[config.mk]
export PLATFORM = sky130hd
export DESIGN_NAME = dagbx_core
export DESIGN_NICKNAME = d
export VERILOG_FILES = /design/src/pkg/dagbx_pkg.sv /design/src/logic/dagbx_core.sv /design/src/logic/dagbx_addr_gen.sv
export SDC_FILE = /design/constraint.sdc
export NUM_CORES = 2
export LEC_CHECK = 0
export ABC_CLOCK_PERIOD_IN_PS = 7750
export BUFFER_PORTS_ARGS = -buffer_cell sky130_fd_sc_hd__buf_2
export CAP_MARGIN = 20
export CORE_MARGIN = 2
export CORE_UTILIZATION = 60
export DETAILED_ROUTE_END_ITERATION = 8
export GPL_ROUTABILITY_DRIVEN = 0
export HOLD_SLACK_MARGIN = 0.06
export PLACE_DENSITY = 0.8
export SLEW_MARGIN = 20
export SYNTH_ARGS = -nofsm -noshare
export SYNTH_HDL_FRONTEND = slang
export SYNTH_SLANG_ARGS = --single-unit
[constraint.sdc]
create_clock -name ref_clk -period 7.75 [get_ports ref_clk]
set_clock_uncertainty 0.1 [all_clocks]
set_input_delay 0.775 -clock ref_clk [delete_from_list [all_inputs] [get_ports ref_clk]]
set_output_delay 0.775 -clock ref_clk [all_outputs]
set_load 0.01 [all_outputs]
[src/pkg/dagbx_pkg.sv]
`default_nettype none
package dagbx_pkg;
	// ----------------------------------------
	// widths and counts
	// ----------------------------------------
	localparam int ADDR_W = 14;
	localparam int PDATA_W = 24;
	localparam int DDATA_W = 16;
	localparam int EXT_W = PDATA_W - DDATA_W;
	localparam int PTR_NUM = 4;
	localparam int SEL_W = 2;
	localparam int REG_NUM = 8;
	localparam int REG_SEL_W = 3;
	// ----------------------------------------
	// reset values
	// ----------------------------------------
	localparam logic [ADDR_W-1:0] PTR_RST = 14'h0000;
	localparam logic [ADDR_W-1:0] LEN_RST = 14'h0000;
	localparam logic [EXT_W-1:0] EXT_RST = 8'h00;
	localparam logic [DDATA_W-1:0] REG_RST = 16'h0000;

	typedef enum logic [1:0] {
		DAGBX_SRC_DIRECT = 2'h0,
		DAGBX_SRC_GEN1 = 2'h1,
		DAGBX_SRC_GEN2 = 2'h2
	} dagbx_dsrc_t;

	typedef enum logic [2:0] {
		DAGBX_SP_NONE = 3'h0,
		DAGBX_SP_BYTE = 3'h1,
		DAGBX_SP_DATA = 3'h2,
		DAGBX_SP_PROG = 3'h4
	} dagbx_space_t;

	// one generator request: use a pointer, post-modify it, or load it
	typedef struct packed {
		logic use_ptr;
		logic [SEL_W-1:0] ptr_sel;
		logic [SEL_W-1:0] mod_sel;
		logic load_ptr;
		logic load_mod;
		logic load_len;
		logic [SEL_W-1:0] load_sel;
		logic [ADDR_W-1:0] load_val;
	} dagbx_gen_req_t;

	typedef struct packed {
		logic ext_sel;
		dagbx_space_t space;
		logic [ADDR_W-1:0] addr;
		logic [PDATA_W-1:0] data;
	} dagbx_ext_t;
endpackage
`default_nettype wire

[src/logic/dagbx_core.sv]
`timescale 1ns/1ps
`default_nettype none
module dagbx_core (
	// clock and reset
	input wire logic ref_clk,
	input wire logic rst_b,
	// mode status register bit
	input wire logic bit_reverse_mode,
	// generator requests
	input wire dagbx_pkg::dagbx_gen_req_t gen1_req,
	input wire dagbx_pkg::dagbx_gen_req_t gen2_req,
	// data access control
	input wire dagbx_pkg::dagbx_dsrc_t data_src,
	input wire logic [dagbx_pkg::ADDR_W-1:0] direct_addr,
	input wire logic data_access,
	input wire logic prog_data_access,
	input wire logic [dagbx_pkg::ADDR_W-1:0] fetch_addr,
	input wire logic fetch_access,
	input wire logic byte_access,
	input wire logic [dagbx_pkg::ADDR_W-1:0] byte_addr,
	// register moves and exchange
	input wire logic move_en,
	input wire logic [dagbx_pkg::REG_SEL_W-1:0] move_src,
	input wire logic [dagbx_pkg::REG_SEL_W-1:0] move_dst,
	input wire logic move_from_mem,
	input wire logic [dagbx_pkg::DDATA_W-1:0] mem_rd_data,
	input wire logic xchg_to_data,
	input wire logic xchg_to_prog,
	input wire logic [dagbx_pkg::PDATA_W-1:0] prog_rd_data,
	// internal buses
	output logic [dagbx_pkg::ADDR_W-1:0] data_address_bus,
	output logic [dagbx_pkg::ADDR_W-1:0] program_address_bus,
	output logic [dagbx_pkg::PDATA_W-1:0] program_data_bus,
	output logic [dagbx_pkg::DDATA_W-1:0] data_value_bus,
	output logic [dagbx_pkg::DDATA_W-1:0] move_result,
	// external bus
	output dagbx_pkg::dagbx_ext_t ext_bus,
	output logic byte_space_select,
	output logic data_space_select,
	output logic program_space_select
);
	import dagbx_pkg::*;

	logic [ADDR_W-1:0] gen1_addr, gen2_addr;
	logic [EXT_W-1:0] bus_exchange_extension_ff;
	logic [DDATA_W-1:0] regs_ff [REG_NUM];
	logic [DDATA_W-1:0] move_result_ff;
	dagbx_ext_t ext_ff, nxt_ext;

	// ----------------------------------------
	// address generators
	// ----------------------------------------
	// both run every cycle so two operands can be addressed at once
	dagbx_addr_gen #(.NPTR(PTR_NUM), .CAN_REVERSE(1'b1)) u_first_address_generator (
		.ref_clk(ref_clk),
		.rst_b(rst_b),
		.req(gen1_req),
		.reverse_en(bit_reverse_mode),
		.addr(gen1_addr)
	);
	dagbx_addr_gen #(.NPTR(PTR_NUM), .CAN_REVERSE(1'b0)) u_second_address_generator (
		.ref_clk(ref_clk),
		.rst_b(rst_b),
		.req(gen2_req),
		.reverse_en(1'b0),
		.addr(gen2_addr)
	);

	// ----------------------------------------
	// address buses
	// ----------------------------------------
	always_comb begin
		unique case (data_src)
			DAGBX_SRC_GEN1: data_address_bus = gen1_addr;
			DAGBX_SRC_GEN2: data_address_bus = gen2_addr;
			DAGBX_SRC_DIRECT: data_address_bus = direct_addr;
			default: data_address_bus = direct_addr;
		endcase
	end

	// program data reads take only the second generator, never a direct value
	assign program_address_bus = prog_data_access ? gen2_addr : fetch_addr;

	// ----------------------------------------
	// data buses and exchange unit
	// ----------------------------------------
	always_comb begin
		if (xchg_to_data) begin
			data_value_bus = prog_rd_data[PDATA_W-1:EXT_W];
		end else if (move_from_mem) begin
			data_value_bus = mem_rd_data;
		end else begin
			data_value_bus = regs_ff[move_src];
		end
	end

	// low 8 bits come from the extension register when going to the wide bus
	assign program_data_bus = xchg_to_prog ? {data_value_bus, bus_exchange_extension_ff} : prog_rd_data;

	always_ff @(posedge ref_clk or negedge rst_b) begin
		if (!rst_b) begin
			bus_exchange_extension_ff <= EXT_RST;
		end else if (xchg_to_data) begin
			bus_exchange_extension_ff <= prog_rd_data[EXT_W-1:0];
		end
	end

	always_ff @(posedge ref_clk or negedge rst_b) begin
		if (!rst_b) begin
			for (int i = 0; i < REG_NUM; i++) begin
				regs_ff[i] <= REG_RST;
			end
			move_result_ff <= REG_RST;
		end else if (move_en) begin
			regs_ff[move_dst] <= data_value_bus;
			move_result_ff <= data_value_bus;
		end
	end
	assign move_result = move_result_ff;

	// ----------------------------------------
	// external bus multiplexing
	// ----------------------------------------
	// priority: program data, data, byte, instruction fetch
	always_comb begin
		nxt_ext = '0;
		if (prog_data_access) begin
			nxt_ext = '{1'b1, DAGBX_SP_PROG, program_address_bus, program_data_bus};
		end else if (data_access) begin
			nxt_ext = '{1'b1, DAGBX_SP_DATA, data_address_bus, {{EXT_W{1'b0}}, data_value_bus}};
		end else if (byte_access) begin
			nxt_ext = '{1'b1, DAGBX_SP_BYTE, byte_addr, {{EXT_W{1'b0}}, data_value_bus}};
		end else if (fetch_access) begin
			nxt_ext = '{1'b1, DAGBX_SP_PROG, fetch_addr, prog_rd_data};
		end
	end

	always_ff @(posedge ref_clk or negedge rst_b) begin
		if (!rst_b) begin
			ext_ff <= '0;
		end else begin
			ext_ff <= nxt_ext;
		end
	end
	assign ext_bus = ext_ff;
	assign byte_space_select = ext_ff.space == DAGBX_SP_BYTE;
	assign data_space_select = ext_ff.space == DAGBX_SP_DATA;
	assign program_space_select = ext_ff.space == DAGBX_SP_PROG;
endmodule // dagbx_core
`default_nettype wire

[src/logic/dagbx_addr_gen.sv]
`timescale 1ns/1ps
`default_nettype none
module dagbx_addr_gen #(
	parameter int NPTR = 4,
	parameter bit CAN_REVERSE = 1'b0
) (
	// clock and reset
	input wire logic ref_clk,
	input wire logic rst_b,
	// request
	input wire dagbx_pkg::dagbx_gen_req_t req,
	input wire logic reverse_en,
	// address out
	output logic [dagbx_pkg::ADDR_W-1:0] addr
);
	import dagbx_pkg::*;

	logic [ADDR_W-1:0] ptr_ff [NPTR];
	logic [ADDR_W-1:0] mod_ff [NPTR];
	logic [ADDR_W-1:0] len_ff [NPTR];
	logic [ADDR_W-1:0] base_ff [NPTR];
	logic [ADDR_W-1:0] cur, md, ln, bs, nxt_ptr, mirrored;
	logic [ADDR_W:0] sum;

	assign cur = ptr_ff[req.ptr_sel];
	assign md = mod_ff[req.mod_sel];
	assign ln = len_ff[req.ptr_sel];
	assign bs = base_ff[req.ptr_sel];

	// ----------------------------------------
	// post-modify with circular wrap
	// ----------------------------------------
	always_comb begin
		sum = {1'b0, cur} + {1'b0, md};
		nxt_ptr = sum[ADDR_W-1:0];
		if (ln != '0) begin
			// modify treated signed: top bit set means step downward
			if (!md[ADDR_W-1] && (nxt_ptr >= ADDR_W'(bs + ln) || nxt_ptr < cur)) begin
				nxt_ptr = ADDR_W'(nxt_ptr - ln);
			end else if (md[ADDR_W-1] && (nxt_ptr < bs || nxt_ptr > cur)) begin
				nxt_ptr = ADDR_W'(nxt_ptr + ln);
			end
		end
	end

	// mirror all address bits
	always_comb begin
		for (int i = 0; i < ADDR_W; i++) begin
			mirrored[i] = cur[ADDR_W-1-i];
		end
	end

	assign addr = (CAN_REVERSE && reverse_en) ? mirrored : cur;

	always_ff @(posedge ref_clk or negedge rst_b) begin
		if (!rst_b) begin
			for (int i = 0; i < NPTR; i++) begin
				ptr_ff[i] <= PTR_RST;
				mod_ff[i] <= PTR_RST;
				len_ff[i] <= LEN_RST;
				base_ff[i] <= PTR_RST;
			end
		end else begin
			// a load wins over a post-modify of the same pointer
			if (req.use_ptr) begin
				ptr_ff[req.ptr_sel] <= nxt_ptr;
			end
			if (req.load_ptr) begin
				ptr_ff[req.load_sel] <= req.load_val;
				base_ff[req.load_sel] <= req.load_val;
			end
			if (req.load_mod) begin
				mod_ff[req.load_sel] <= req.load_val;
			end
			if (req.load_len) begin
				len_ff[req.load_sel] <= req.load_val;
			end
		end
	end
endmodule // dagbx_addr_gen
`default_nettype wire

==> key figures <==
Setup path
  • Worst setup EP type: flip-flop
  • Arrival @ worst endpoint: 7.18 ns
  • R2R Setup Slk: 1.26 ns
  • Critical Path RT: 8.11 ns
  • CP Class: in -> reg
  • Worst setup SP type: input pin
  • Max FO, Critical Path: 28

Floorplanning
  • Horiz. Die Dim: ~250 um
  • Starting density of the core: 60.7%
  • Die ar.: 0.0632 mm2
  • CORE AREA: 0.0605 mm2
  • Top-level I/O count: approximately 280
  • Row Count: 90
  • DIE HEIGHT: 251 um

CTS
  • Clock latency at the later pin of the worst-skew pair: 0.61 ns
  • Post-CTS Setup Repair Bufs: 0
  • # hold bufs at CTS: 0
  • Clock transition at the registers of the reported paths: 0.06 ns
  • CTS tree: built
  • Htree depth: 3
  • Clock Path Buffers: 3
  • Clock Sinks: 642
  • Post-CTS sizing: 0
  • CTS buffer count: 69
  • Root Buffer: clkbuf_16

Yosys
  • Syn Nets: 3957
  • Fraction of registers with async set/reset: 100%
  • Synth Area in Adders: 6.58%
  • Post-synth EDFFs: 0
  • Syn Area/Cell: 10.1 um2
  • Xor/xnor cell area share of the yosys netlist: under 10%
  • Largest family of logic cells by synthesized area: multiplexers
  • Mux contribution to synthesized area: ~17%
  • Ys flop type: dfrtp_1
  • Synth cell types: 87
  • Cells after Synth: 3622
  • #FFs+latches synth: 642
  • Synthesized area: between 0.03 and 0.04 mm2
  • Sequential area share after synthesis: 43.8%
  • Compound-gate portion of the synthesized area: 13.6%
  • Synth warn: 0
  • Simple-gate share of the synthesized area: between 10% and 20%

Power
  • Sequential share of power: 24.7%
  • VDD IR max: 0.425 mV
  • Leak pwr: 0.0189 uW
  • Share of power burned in the clock network: 17.5%
  • Pwr Total: 18500 uW
  • Pwr Density: 453 mW/mm2
  • Sw power: between 8000 and 9000 uW
  • Net Sw Frac: about 44%
  • Gate power share: between 50% and 60%
  • P_int: 10300 uW

Placement
  • IO Port Bufs: ~280
  • Post-DP HPWL: 78200 um
  • Placed Cells: 4499

STA
  • Period utilization: between 80 and 90%
  • Pins Over Slew Limit: 0
  • Slew HR: between 20% and 30%
  • Tightest Pin Transition: 1.17 ns
  • Final hold violations: 0
  • RSZ-0062 raised after global routing: no
  • Worst hold margin: 0.121 ns
  • Final min period: 6.82 ns
  • Setup Viol. Count Final: 0
  • Maximum clock frequency: 147 MHz
  • TNS Setup: 0 ns

Detailed routing
  • Final WL: 112000 um
  • Wirelength per Cell: 24.2 um
  • Vias per inst: 6.53
  • Routed vias: between 30k and 40k
  • Initial DRC Count: 3441
  • Detailed-route DRC error count: 0
  • Total iterations of the first detailed-routing run: 6
  • Antenna-violating nets left: 0

Layout
  • Area growth syn-to-layout: 11.3%
  • Filler cells: around 4.5k
  • Final design utilization: 67.6%
  • Non-filler cells, final: 4621
  • Fraction of layout cells with a size suffix above 1: between 20% and 30%
  • Fin nets: between 4k and 5k

Global route
  • Grt total ovfl: 0
  • Largest net degree at the start of global routing: 186
  • Initial antenna violation count: 4
  • First-pass GRT wire length: 173000 um
  • Vias in the first global route: 30.1k
  • Total global-route track usage: 35.5%

Min path
  • Worst Hold Class: in -> async

Run
  • MaxCap Viol Count: 0

Outcome
  • Status: finished clean
-- layer usage --
metal | vias to the layer above | GRT usage (%) | share of wire, %
met1 | 14832 | 46.8 | 39
met5 | - | 0 | 0.0098
met3 | 393 | 8.35 | 10
met2 | 1713 | 54.0 | 45
li1 | 13223 | - | -
met4 | 2 | 20.6 | 6.1
-- metrics by stage --
| step | area [um2] | setup WS (ns) |
|---|---|---|
| after floorplan | 36700 | 0.300 |
| after global placement | 38700 | 0.605 |
| final | 40900 | 0.931 |
| after detailed placement | 38700 | 0.491 |
| after global routing | 40900 | 0.427 |
| after CTS | 40900 | 1.09 |
-- worst max-delay path: stages --
cell and delay [ns]:
buf_4 0.44, mux4_2 0.71, ha_1 0.28, fa_1 0.48, a211oi_1 0.37, o21bai_1 0.12
a21oi_1 0.23, o21bai_1 0.09, a21oi_1 0.26, o21bai_1 0.10, a21oi_1 0.17, xnor2_1 0.33
ha_1 0.38, nand2_1 0.08, a21oi_1 0.04, a211oi_1 0.23, a21oi_1 0.13, nor3_1 0.38
o311ai_2 0.19, a31oi_4 0.45, a31o_2 0.36, mux2i_1 0.39, o211ai_1 0.16
-- placed cells by master (no fill, tap or decap), types with 70 or more instances in the layout --
master     Yosys  final
mux2_2       253    253
o21ai_0      160    160
clkbuf_16      0     71
inv_1        168    168
nor2_1       218    217
dfrtp_1      642    642
mux4_2       140    140
buf_2         16    275
ha_1         178    178
nand2_1      624    624
a21oi_1      237    236
nand3_1       70     70
-- cell usage after synthesis (10+ instances only) --
cell type	n	area, um2
mux2_2	253	2850
o22ai_1	48	300
a221oi_1	21	184
o21ai_0	160	801
clkbuf_1	181	679
o31ai_1	10	75.1
o21a_1	26	195
inv_1	168	631
buf_2	16	80.1
a21o_1	38	285
dfrtp_1	642	16100
mux4_2	140	3150
o211ai_1	23	173
xor2_1	22	193
a211oi_1	15	113
and3_1	16	100
nor3b_1	16	120
nand4_1	19	119
a21oi_1	237	1190
mux2i_1	30	300
nor3_1	27	135
a31oi_1	66	413
nand2_1	624	2340
o21bai_1	25	188
nor2b_1	25	156
and2_1	17	106
xnor2_1	47	412
buf_1	31	116
a22oi_1	21	158
o21ai_1	12	60.1
nor2_1	218	818
nand3_1	70	350
ha_1	178	2230
or3_1	11	68.8
nand2b_1	23	144
-- power by group through the flow --
stage,clock network (uW),logic (uW),registers [uW]
after CTS,3260,10400,4550
after floorplan,0,7710,4480
final,3230,10700,4560
after detailed placement,0,10300,4590
after global routing,3400,11700,4640
after global placement,0,10100,4550
-- kinds of logic after synthesis --
kind of cell / count (synthesis)
simple gates: 1108
compound gates: 789
flops: 642
mux: 423
buf+inv: 401
fa+ha+maj: 189
xor+xnor: 70
-- path summary, 6_finish.rpt --
path	startpoint	end	cells past startpoint
max	gen2_req[21]	u_second_address_generator.ptr_ff[14]	23
min	rst_b	u_second_address_generator.ptr_ff[54]	1
max reg2reg	u_second_address_generator.ptr_ff[0]	u_second_address_generator.ptr_ff[14]	22
min reg2reg	u_second_address_generator.base_ff[27]	u_second_address_generator.base_ff[27]	2
max in group asynchronous	rst_b	regs_ff[71]	2
min in group ref_clk	prog_rd_data[3]	bus_exchange_extension_ff[3]	2
-- registers in the layout (all words and copies together) (netlist names), 56 cells and up --
register / cells
regs_ff: 128
u_first_address_generator.mod_ff: 56
u_first_address_generator.base_ff: 56
u_second_address_generator.mod_ff: 56
u_first_address_generator.ptr_ff: 56
u_first_address_generator.len_ff: 56
u_second_address_generator.ptr_ff: 56
u_second_address_generator.base_ff: 56
u_second_address_generator.len_ff: 56
-- area by class of cell --
| type | instances | area [um2] | share of cell area, % |
|---|---|---|---|
| Clock inverter | 20 | 196 | 0.481 |
| Clock buffer | 99 | 1990 | 4.87 |
| Sequential cell | 642 | 16100 | 39.3 |
| Timing Repair Buffer | 326 | 1820 | 4.45 |
| Inverter | 170 | 638 | 1.56 |
| Antenna cell | 3 | 7.51 | 0.0184 |
| Multi-Input combinational cell | 2579 | 19200 | 46.9 |
| Tap cell | 782 | 978 | 2.39 |
Note: power is estimated with default switching activity, not from simulation.
